[config.mk]
export PLATFORM = sky130hd
export DESIGN_NAME = ppfc_top
export DESIGN_NICKNAME = d
export VERILOG_FILES = /design/src/ppfc_pkg.sv /design/src/ppfc_edge_detect.sv /design/src/ppfc_pin_cell.sv /design/src/ppfc_top.sv
export VERILOG_INCLUDE_DIRS = /design/src /design/src/src
export SDC_FILE = /design/constraint.sdc
export NUM_CORES = 1
export LEC_CHECK = 0
export ABC_AREA = 1
export BUFFER_PORTS_ARGS = -buffer_cell sky130_fd_sc_hd__buf_2
export CAP_MARGIN = 0
export CORE_UTILIZATION = 37
export CTS_CLUSTER_DIAMETER = 40
export DETAILED_ROUTE_END_ITERATION = 10
export PLACE_DENSITY = 0.67
export REMOVE_ABC_BUFFERS = 1
export SETUP_SLACK_MARGIN = 0.05
export SLEW_MARGIN = 20
export SYNTH_ARGS = -nofsm -noshare
export SYNTH_HDL_FRONTEND = slang
export SYNTH_HIERARCHICAL = 1
export SYNTH_SLANG_ARGS = --single-unit
[constraint.sdc]
create_clock -name clk_sys -period 4.4 [get_ports clk_sys]
set_input_delay 0.22 -clock clk_sys [delete_from_list [all_inputs] [get_ports clk_sys]]
set_output_delay 0.22 -clock clk_sys [all_outputs]
set_load 0.02 [all_outputs]
[src/ppfc_params.svh]
// Constants of the port pin function controller: offsets, fields, resets, codes.
// Assumes a 4-bit word address on the plain register port and 16-bit registers.
`ifndef PPFC_PARAMS_SVH
`define PPFC_PARAMS_SVH

// Register word addresses
`define PPFC_ADDR_PULLUP_A_HIGH 4'h0
`define PPFC_ADDR_MODE_C_LOW2 4'h1
`define PPFC_ADDR_MODE_E_LOW 4'h2
`define PPFC_ADDR_LEVEL_F_LOW 4'h3
`define PPFC_ADDR_PORT_DATA 4'h4
`define PPFC_ADDR_PORT_DIR 4'h5
`define PPFC_ADDR_PORT_LEVEL 4'h6

// Bit masks of implemented bits, everything else reads as zero
`define PPFC_MASK_PULLUP 16'h003f
`define PPFC_MASK_MODE_C 16'h7777
`define PPFC_MASK_MODE_E 16'h0770
`define PPFC_MASK_LEVEL_F 16'h00ff
`define PPFC_MASK_PORT 16'h003f

// Field positions
`define PPFC_C4_LSB 0
`define PPFC_E9_LSB 4
`define PPFC_E10_LSB 8

// Reset values
`define PPFC_RST_PULLUP 16'h0000
`define PPFC_RST_MODE_C 16'h0000
`define PPFC_RST_MODE_C_EXT 16'h1111
`define PPFC_RST_MODE_E 16'h0000
`define PPFC_RST_PORT 16'h0000

// Function codes of the three-bit mode fields
`define PPFC_FN_PORT 3'h0
`define PPFC_FN_ADDR 3'h1
`define PPFC_FN_DMA 3'h2
`define PPFC_FN_TIMER 3'h4
`define PPFC_FN_SPI 3'h5
`define PPFC_FN_SERIAL 3'h6
`define PPFC_FN_ETH 3'h7

`endif

[src/ppfc_pkg.sv]
// Types shared by the port pin function controller modules.
// Assumes nothing beyond a SystemVerilog compiler.
package ppfc_pkg;
  typedef logic [2:0] ppfc_code_type;
  typedef logic [15:0] ppfc_reg_type;
  typedef logic [3:0] ppfc_addr_type;
endpackage : ppfc_pkg

[src/ppfc_edge_detect.sv]
// Falling edge detector on the level seen by a DMA request input.
// Assumes the level is synchronous to clk_sys.
`timescale 1ns/100ps
`default_nettype none
module ppfc_edge_detect (
  input wire logic clk_sys,
  input wire logic resetn,
  input wire logic level_in,
  output logic edge_pulse
);
  logic prev_level;

  // Previous level, idle high so reset raises no edge
  always_ff @(posedge clk_sys) begin
    if (!resetn) begin
      prev_level <= 1'b1;
    end else begin
      prev_level <= level_in;
    end
  end

  // One-cycle pulse on high to low
  always_ff @(posedge clk_sys) begin
    if (!resetn) begin
      edge_pulse <= 1'b0;
    end else begin
      edge_pulse <= prev_level & ~level_in;
    end
  end
endmodule : ppfc_edge_detect
`default_nettype wire

[src/ppfc_pin_cell.sv]
// Output mux of one multiplexed pin: the mode code picks value and enable.
// Assumes the caller ties prohibited codes to a zero enable.
`timescale 1ns/100ps
`default_nettype none
module ppfc_pin_cell
  import ppfc_pkg::*;
(
  input wire logic clk_sys,
  input wire logic resetn,
  input wire ppfc_code_type fn_code,
  input wire logic [7:0] fn_out,
  input wire logic [7:0] fn_oe,
  output logic pin_out,
  output logic pin_oe
);
  // Registered selection, pin released during reset
  always_ff @(posedge clk_sys) begin
    if (!resetn) begin
      pin_out <= 1'b0;
      pin_oe <= 1'b0;
    end else begin
      pin_out <= fn_out[fn_code];
      pin_oe <= fn_oe[fn_code];
    end
  end
endmodule : ppfc_pin_cell
`default_nettype wire

[src/ppfc_top.sv]
// Port pin function controller: pull-up enables, pin mode decode, port F levels.
// Assumes registers on a plain strobe port, pins and peripherals synchronous to clk_sys.
//
// Function
// - Each upper port A pull-up is on while its enable bit is 1, off while 0, reset 0.
// - Reserved bits read as zero and software writes zero to them.
// - Port C pin 7 field in bits 14 to 12: 000 port, 001 address bit 7, rest prohibited.
// - Port C pin 6 field in bits 10 to 8: 000 port, 001 address bit 6, rest prohibited.
// - Port C mode fields reset to 000, lowest bit 1 in external mode without internal ROM.
// - Port E pin 10: 000 port, 010 DMA request 3, 100 timer 3C, 101 SPI select 3, 110 serial tx, 111 Ethernet tx clock.
// - Port E pin 9: 000 port, 010 DMA acknowledge 2, 100 timer 3B, 111 Ethernet tx enable.
// - Switching a low pin from port to edge-sensed DMA request raises a detected edge.
// - Port F level register is 16 bits, read only, bits 7 to 0 are pins 7 to 0.
// - Writes to the port F level register are discarded.
// - A read of port F returns the live pin level, not a stored value.
// - A port F pin being sampled by the analog converter reads as 1.
//
// Local design decisions: strobed register access and the address map.
`timescale 1ns/100ps
`default_nettype none
`include "ppfc_params.svh"
module ppfc_top
  import ppfc_pkg::*;
#(
  parameter int PORT_F_PINS = 8
)
(
  input wire logic clk_sys,
  input wire logic resetn,
  input wire logic strap_ext_rom_off,
  // Register port
  input wire ppfc_addr_type reg_addr,
  input wire ppfc_reg_type reg_wdata,
  input wire logic reg_write,
  input wire logic reg_read,
  output ppfc_reg_type reg_rdata,
  // Port A pull-up controls
  output logic [5:0] pullup_en_a_high,
  // Port C pins 4 to 7
  input wire logic [3:0] pin_c_in,
  output logic [3:0] pin_c_out,
  output logic [3:0] pin_c_oe,
  // Port E pins 9 and 10
  input wire logic pin_e9_in,
  output logic pin_e9_out,
  output logic pin_e9_oe,
  input wire logic pin_e10_in,
  output logic pin_e10_out,
  output logic pin_e10_oe,
  // Port F pins and converter sampling flags
  input wire logic [PORT_F_PINS-1:0] pin_f_level,
  input wire logic [PORT_F_PINS-1:0] analog_sampling,
  // Peripheral sources
  input wire logic [3:0] ext_bus_addr_hi,
  input wire logic dma_acknowledge_2,
  input wire logic timer_ch3_io_b_out,
  input wire logic timer_ch3_io_b_oe,
  input wire logic timer_ch3_io_c_out,
  input wire logic timer_ch3_io_c_oe,
  input wire logic spi_slave_select_3,
  input wire logic serial_tx_2,
  input wire logic eth_tx_enable,
  // Peripheral sinks
  output logic dma_request_3_level,
  output logic dma_request_3_edge,
  output logic timer_ch3_io_b_in,
  output logic timer_ch3_io_c_in,
  output logic eth_tx_clk_in
);

  //////////////////////////////////////////////////////////////////////////////
  // Register state

  ppfc_reg_type port_a_high_pullup_enable;
  ppfc_reg_type port_c_low_mode_select_2;
  ppfc_reg_type port_e_low_mode_select;
  ppfc_reg_type port_output_data;
  ppfc_reg_type port_direction;
  ppfc_reg_type next_rdata;
  ppfc_reg_type port_f_pin_level_low;
  ppfc_reg_type port_pin_level;
  ppfc_code_type pin_e9_function_code;
  ppfc_code_type pin_e10_function_code;
  logic [PORT_F_PINS-1:0] pin_f_read;
  logic dreq_gated;

  // Write decode per register
  logic wr_pullup;
  logic wr_mode_c;
  logic wr_mode_e;
  logic wr_data;
  logic wr_dir;

  assign wr_pullup = reg_write && (reg_addr == `PPFC_ADDR_PULLUP_A_HIGH);
  assign wr_mode_c = reg_write && (reg_addr == `PPFC_ADDR_MODE_C_LOW2);
  assign wr_mode_e = reg_write && (reg_addr == `PPFC_ADDR_MODE_E_LOW);
  assign wr_data = reg_write && (reg_addr == `PPFC_ADDR_PORT_DATA);
  assign wr_dir = reg_write && (reg_addr == `PPFC_ADDR_PORT_DIR);

  //////////////////////////////////////////////////////////////////////////////
  // Pull-up enables for port A pins 16 to 21

  // Only the six enable bits hold state
  always_ff @(posedge clk_sys) begin
    if (!resetn) begin
      port_a_high_pullup_enable <= `PPFC_RST_PULLUP;
    end else if (wr_pullup) begin
      port_a_high_pullup_enable <= reg_wdata & `PPFC_MASK_PULLUP;
    end
  end

  // Pull-up transistor controls follow the register
  always_ff @(posedge clk_sys) begin
    if (!resetn) begin
      pullup_en_a_high <= 6'h00;
    end else begin
      pullup_en_a_high <= port_a_high_pullup_enable[5:0];
    end
  end

  //////////////////////////////////////////////////////////////////////////////
  // Mode registers

  // Port C fields: strap picks address function at reset
  always_ff @(posedge clk_sys) begin
    if (!resetn) begin
      if (strap_ext_rom_off) begin
        port_c_low_mode_select_2 <= `PPFC_RST_MODE_C_EXT;
      end else begin
        port_c_low_mode_select_2 <= `PPFC_RST_MODE_C;
      end
    end else if (wr_mode_c) begin
      port_c_low_mode_select_2 <= reg_wdata & `PPFC_MASK_MODE_C;
    end
  end

  // Port E fields for pins 9 and 10
  always_ff @(posedge clk_sys) begin
    if (!resetn) begin
      port_e_low_mode_select <= `PPFC_RST_MODE_E;
    end else if (wr_mode_e) begin
      port_e_low_mode_select <= reg_wdata & `PPFC_MASK_MODE_E;
    end
  end

  assign pin_e9_function_code = port_e_low_mode_select[`PPFC_E9_LSB +: 3];
  assign pin_e10_function_code = port_e_low_mode_select[`PPFC_E10_LSB +: 3];

  //////////////////////////////////////////////////////////////////////////////
  // General port data and direction, bits 3:0 port C pins 4 to 7, 4 pin E9, 5 pin E10

  // Output latch
  always_ff @(posedge clk_sys) begin
    if (!resetn) begin
      port_output_data <= `PPFC_RST_PORT;
    end else if (wr_data) begin
      port_output_data <= reg_wdata & `PPFC_MASK_PORT;
    end
  end

  // Direction, 1 drives the pin
  always_ff @(posedge clk_sys) begin
    if (!resetn) begin
      port_direction <= `PPFC_RST_PORT;
    end else if (wr_dir) begin
      port_direction <= reg_wdata & `PPFC_MASK_PORT;
    end
  end

  //////////////////////////////////////////////////////////////////////////////
  // Port C pins 4 to 7: port or external address output

  genvar gi;
  generate
    for (gi = 0; gi < 4; gi++) begin : g_port_c
      logic [7:0] c_out;
      logic [7:0] c_oe;
      // Codes 010 to 111 leave the pin undriven
      always_comb begin
        c_out = 8'h00;
        c_oe = 8'h00;
        c_out[`PPFC_FN_PORT] = port_output_data[gi];
        c_oe[`PPFC_FN_PORT] = port_direction[gi];
        c_out[`PPFC_FN_ADDR] = ext_bus_addr_hi[gi];
        c_oe[`PPFC_FN_ADDR] = 1'b1;
      end
      ppfc_pin_cell u_cell (
        .clk_sys(clk_sys),
        .resetn(resetn),
        .fn_code(port_c_low_mode_select_2[`PPFC_C4_LSB + 4*gi +: 3]),
        .fn_out(c_out),
        .fn_oe(c_oe),
        .pin_out(pin_c_out[gi]),
        .pin_oe(pin_c_oe[gi])
      );
    end
  endgenerate

  //////////////////////////////////////////////////////////////////////////////
  // Port E pin 10: port, DMA request, timer 3C, SPI select, serial tx, Ethernet clock

  logic [7:0] e10_out;
  logic [7:0] e10_oe;

  // Input-only functions and prohibited codes release the pin
  always_comb begin
    e10_out = 8'h00;
    e10_oe = 8'h00;
    e10_out[`PPFC_FN_PORT] = port_output_data[5];
    e10_oe[`PPFC_FN_PORT] = port_direction[5];
    e10_out[`PPFC_FN_TIMER] = timer_ch3_io_c_out;
    e10_oe[`PPFC_FN_TIMER] = timer_ch3_io_c_oe;
    e10_out[`PPFC_FN_SPI] = spi_slave_select_3;
    e10_oe[`PPFC_FN_SPI] = 1'b1;
    e10_out[`PPFC_FN_SERIAL] = serial_tx_2;
    e10_oe[`PPFC_FN_SERIAL] = 1'b1;
  end

  ppfc_pin_cell u_cell_e10 (
    .clk_sys(clk_sys),
    .resetn(resetn),
    .fn_code(pin_e10_function_code),
    .fn_out(e10_out),
    .fn_oe(e10_oe),
    .pin_out(pin_e10_out),
    .pin_oe(pin_e10_oe)
  );

  //////////////////////////////////////////////////////////////////////////////
  // Port E pin 9: port, DMA acknowledge, timer 3B, Ethernet tx enable

  logic [7:0] e9_out;
  logic [7:0] e9_oe;

  // Codes 001, 011, 101 and 110 release the pin
  always_comb begin
    e9_out = 8'h00;
    e9_oe = 8'h00;
    e9_out[`PPFC_FN_PORT] = port_output_data[4];
    e9_oe[`PPFC_FN_PORT] = port_direction[4];
    e9_out[`PPFC_FN_DMA] = dma_acknowledge_2;
    e9_oe[`PPFC_FN_DMA] = 1'b1;
    e9_out[`PPFC_FN_TIMER] = timer_ch3_io_b_out;
    e9_oe[`PPFC_FN_TIMER] = timer_ch3_io_b_oe;
    e9_out[`PPFC_FN_ETH] = eth_tx_enable;
    e9_oe[`PPFC_FN_ETH] = 1'b1;
  end

  ppfc_pin_cell u_cell_e9 (
    .clk_sys(clk_sys),
    .resetn(resetn),
    .fn_code(pin_e9_function_code),
    .fn_out(e9_out),
    .fn_oe(e9_oe),
    .pin_out(pin_e9_out),
    .pin_oe(pin_e9_oe)
  );

  //////////////////////////////////////////////////////////////////////////////
  // Inputs forwarded to peripherals

  // Request line idles high when not selected, so a low pin makes an edge on selection
  assign dreq_gated = (pin_e10_function_code == `PPFC_FN_DMA) ? pin_e10_in : 1'b1;

  // Registered levels seen by the peripherals, idle when their function is off
  always_ff @(posedge clk_sys) begin
    if (!resetn) begin
      dma_request_3_level <= 1'b1;
      timer_ch3_io_c_in <= 1'b0;
      eth_tx_clk_in <= 1'b0;
      timer_ch3_io_b_in <= 1'b0;
    end else begin
      dma_request_3_level <= dreq_gated;
      timer_ch3_io_c_in <= (pin_e10_function_code == `PPFC_FN_TIMER) && pin_e10_in;
      eth_tx_clk_in <= (pin_e10_function_code == `PPFC_FN_ETH) && pin_e10_in;
      timer_ch3_io_b_in <= (pin_e9_function_code == `PPFC_FN_TIMER) && pin_e9_in;
    end
  end

  // Edge on the gated request level
  ppfc_edge_detect u_dreq_edge (
    .clk_sys(clk_sys),
    .resetn(resetn),
    .level_in(dreq_gated),
    .edge_pulse(dma_request_3_edge)
  );

  //////////////////////////////////////////////////////////////////////////////
  // Live pin levels

  // Port F: each bit is the pin, or 1 while the converter samples it
  generate
    for (gi = 0; gi < PORT_F_PINS; gi++) begin : g_port_f
      assign pin_f_read[gi] = analog_sampling[gi] | pin_f_level[gi];
    end
  endgenerate

  // Upper bits reserved, zero
  always_comb begin
    port_f_pin_level_low = 16'h0000;
    port_f_pin_level_low[PORT_F_PINS-1:0] = pin_f_read;
    port_f_pin_level_low = port_f_pin_level_low & `PPFC_MASK_LEVEL_F;
  end

  // Port C and E pin levels in the port data layout
  assign port_pin_level = {10'h000, pin_e10_in, pin_e9_in, pin_c_in};

  //////////////////////////////////////////////////////////////////////////////
  // Read path: data stand in the cycle after the strobe only

  // Read mux, unmapped words read zero; port F has no write path at all
  always_comb begin
    next_rdata = 16'h0000;
    unique case (reg_addr)
      `PPFC_ADDR_PULLUP_A_HIGH: next_rdata = port_a_high_pullup_enable;
      `PPFC_ADDR_MODE_C_LOW2: next_rdata = port_c_low_mode_select_2;
      `PPFC_ADDR_MODE_E_LOW: next_rdata = port_e_low_mode_select;
      `PPFC_ADDR_LEVEL_F_LOW: next_rdata = port_f_pin_level_low;
      `PPFC_ADDR_PORT_DATA: next_rdata = port_output_data;
      `PPFC_ADDR_PORT_DIR: next_rdata = port_direction;
      `PPFC_ADDR_PORT_LEVEL: next_rdata = port_pin_level;
      default: next_rdata = 16'h0000;
    endcase
  end

  // Read data register, zero outside the answer cycle
  always_ff @(posedge clk_sys) begin
    if (!resetn) begin
      reg_rdata <= 16'h0000;
    end else if (reg_read) begin
      reg_rdata <= next_rdata;
    end else begin
      reg_rdata <= 16'h0000;
    end
  end

endmodule : ppfc_top
`default_nettype wire

==> results.toml <==
[drt]
drc_errors = 0
post_drt_wl_per_cell_um = 10.9
vias = 4095
final_antenna_net_count = 0
drtPass1Iterations = 5
drt_wl_total_mm = 10.5
viasPerCell = 4.25
drt_first_iter_violations = 187

[sta]
setup_tns_ps = 0
layout_min_cycle_time_ps = 1810
finalSetupViolations = 0
rsz0062_at_grt = "no"
slew_headroom_pct = 61.9
skew_ps = 5.75
final-max-slew-violation-count = 0
finalHoldViolCount = 0
fmax_ghz = 0.552
worstMarginPinSlew_ps = 570
fin_crit_sh_pct = 41.2

[pwr]
cellPowerDensity_nw_per_um2 = 344
irDropWorstVdd_v = 0.000159
p_leak_nw = 2.80
seqPwrFrac_pct = 40.8
clock_power_share_pct = 46.1
p_int_mw = 1.36
p_sw_mw = 0.480
power_frac_comb_pct = 13.1
report.power.total_mw = 1.84
p_sw_share_pct = 26.1

[clock_tree]
cts-resized-gates = 0
clk_pin_slew_ps = 60
htree_levels = 3
worstSkewPairLatency_ps = 340
root_buffer = "clkbuf_16"
cts.path.max_buffers = 2
post_cts.repair.setup_buffers = 0
postCtsHoldBufs = 0
clock_sinks = 74
cts_tree = "yes"
numCtsBuffers = 9

[cells_and_area]
nets = 878
regArea_um2 = 1600
antennaDiodeCount = 0
fillers = 1106
drive_gt1_share_pct = 22.8
multi_input_area_um2 = 2100
area_delta_synth_final_pct = 26.9

[hold_path]
hp-class = "input pin to register"
whs_endpoint = "reg_rdata[6]"
hold_depth = 3
hp-start = "reg_read"

[global_route]
grt_pass1_wl_mm = 17.3
antenna_found_initial = 1
overflow = 0
grt_pass1_vias = 3674
grt_max_degree = 33
grt_usage_pct = 19.0

[die]
start_util_pct = 38.4
coreArea_um2 = 11000
fp.dieW_um = 109
io_pins = 98
rows = 38
chipHeight_um = 109
die_area_um2 = 11800

[worst_setup_path]
slowest_stage = "o21ai_0"
reg2regPathDepth = 6
r2r-start = "port_e_low_mode_select[9]"
critPathArrivalTime_ps = 1850
crit_path_end_kind = "register"
worstPathCellList = "buf_2 -> inv_1 -> nor2_4 -> nand2_1 -> o21ai_0 -> buf_4"
worstSetupPathType = "input pin to register"
reg2reg_to = "u_dreq_edge/edge_pulse"
slowest_delay_ps = 510
r2r_slack_ps = 3140
worst_setup_path_start_kind = "input pin"
cp.required_ps = 4440
critPathMaxFanout = 15

[placement]
io_buffer_count = 92
dpl.hpwl_mm = 7.42
place_congestion = 0.795

[yosys]
synth-seq-area-share_pct = 38.0
synth.largest_area_cell = "dfxtp_1"
ys_warn_count = 6
synth_area_um2 = 4220
syn_inst = 660
netlist_top_cells_area = "dfxtp_1, nand2_1, nand3_1, inv_1, edfxtp_1"
synth_seq_cells = 74
synth_cell_types = 25
avgSynthCellArea_um2 = 6.39
netlist.area_leader.share_pct = 29.4

[flow_run]
maxCapViolCount = 0

[run_status]
outcome = "completed"
-- registers in the layout, indices dropped and copies added (netlist names), 4 cells and up --
signal                     flops
port_c_low_mode_select_2      12
g_port_c.u_cell/pin_out        4
port_direction                 6
port_e_low_mode_select         6
port_a_high_pullup_enable      6
g_port_c.u_cell/pin_oe         4
port_output_data               6
pullup_en_a_high               6
reg_rdata                     14
-- worst max path at each step --
stage               cells after the start  slack (ps)                            to   startpoint
floorplan                               3        2070   port_c_low_mode_select_2[0]  reg_addr[3]
global placement                        6        2240   port_c_low_mode_select_2[2]  reg_addr[0]
detailed placement                      6        2210   port_c_low_mode_select_2[2]  reg_addr[0]
CTS                                     6        2570  port_c_low_mode_select_2[12]  reg_addr[0]
global route                            6        2460  port_c_low_mode_select_2[12]  reg_addr[0]
finish                                  6        2590   port_c_low_mode_select_2[0]  reg_addr[0]
-- power by group through the flow --
stage / combinational, mW / sequential (mW) / clock (mW)
after floorplan: 0.143 / 0.772 / 0
after global placement: 0.237 / 0.764 / 0
after detailed placement: 0.238 / 0.765 / 0
after CTS: 0.240 / 0.750 / 0.865
after global routing: 0.278 / 0.754 / 0.896
final: 0.241 / 0.750 / 0.848
-- cells in the final DEF (no fill, tap or decap), types with 5 or more instances in the layout --
master and count:
edfxtp_1 12, nand2_2 19, inv_1 112, inv_6 7, conb_1 74, inv_2 43
buf_4 5, nor2_1 46, a21oi_1 29, o21ai_0 22, clkbuf_16 9, nand2_1 167
nand3_1 105, dfxtp_1 62, buf_2 92
-- cell usage after synthesis, drive strengths merged --
| master | number |
|---|---|
| nor4b | 1 |
| buf | 16 |
| conb | 2 |
| edfxtp | 12 |
| or2 | 1 |
| nor3b | 3 |
| nor4 | 1 |
| inv | 161 |
| nand3 | 106 |
| nand2 | 187 |
| a21oi | 29 |
| dfxtp | 62 |
| nor2 | 51 |
| o21ai | 22 |
| clkbuf | 5 |
| nor3 | 1 |
-- per-layer routing --
metal / GRT usage, % / share of wire [%] / vias up
met1: 25.2 / 46 / 1726
met2: 30.4 / 45 / 118
met3: 4.06 / 6.8 / 12
li1: - / - / 2237
met5: 0 / 0.095 / -
met4: 7.05 / 1.5 / 2
-- layout make-up --
type | count | share of cell area, %
clock buffer | 9 | 4.21
clock inverter | 7 | 2.17
inverter | 161 | 11.9
multi-input combinational | 476 | 39.3
sequential | 74 | 29.9
tap | 140 | 3.27
timing repair buffer | 97 | 9.31
-- cell families after synthesis --
| group | share of synthesized area, % |
|---|---|
| buffers and inverters | 18.6 |
| AOI/OAI and AO/OA | 6.05 |
| other | 0.178 |
| DFF | 38.0 |
| and+or+nand+nor | 37.2 |
-- metrics by stage --
stage	setup WS [ps]	utilization, %	cell area [µm²]	hold slack [ps]	std cells
CTS	2570	48.7	5350	121	964
finish	2590	48.7	5350	126	964
global route	2460	48.7	5350	146	964
detailed placement	2210	45.6	5010	415	948
floorplan	2070	-	4340	289	711
global placement	2240	45.6	5010	412	948
-- worst max-delay path, delay by kind of cell --
family,cells,cell delay [ps]
simple gates,2,610
compound gates,1,510
buf+inv,3,500
(Power assumes the default switching activity.)
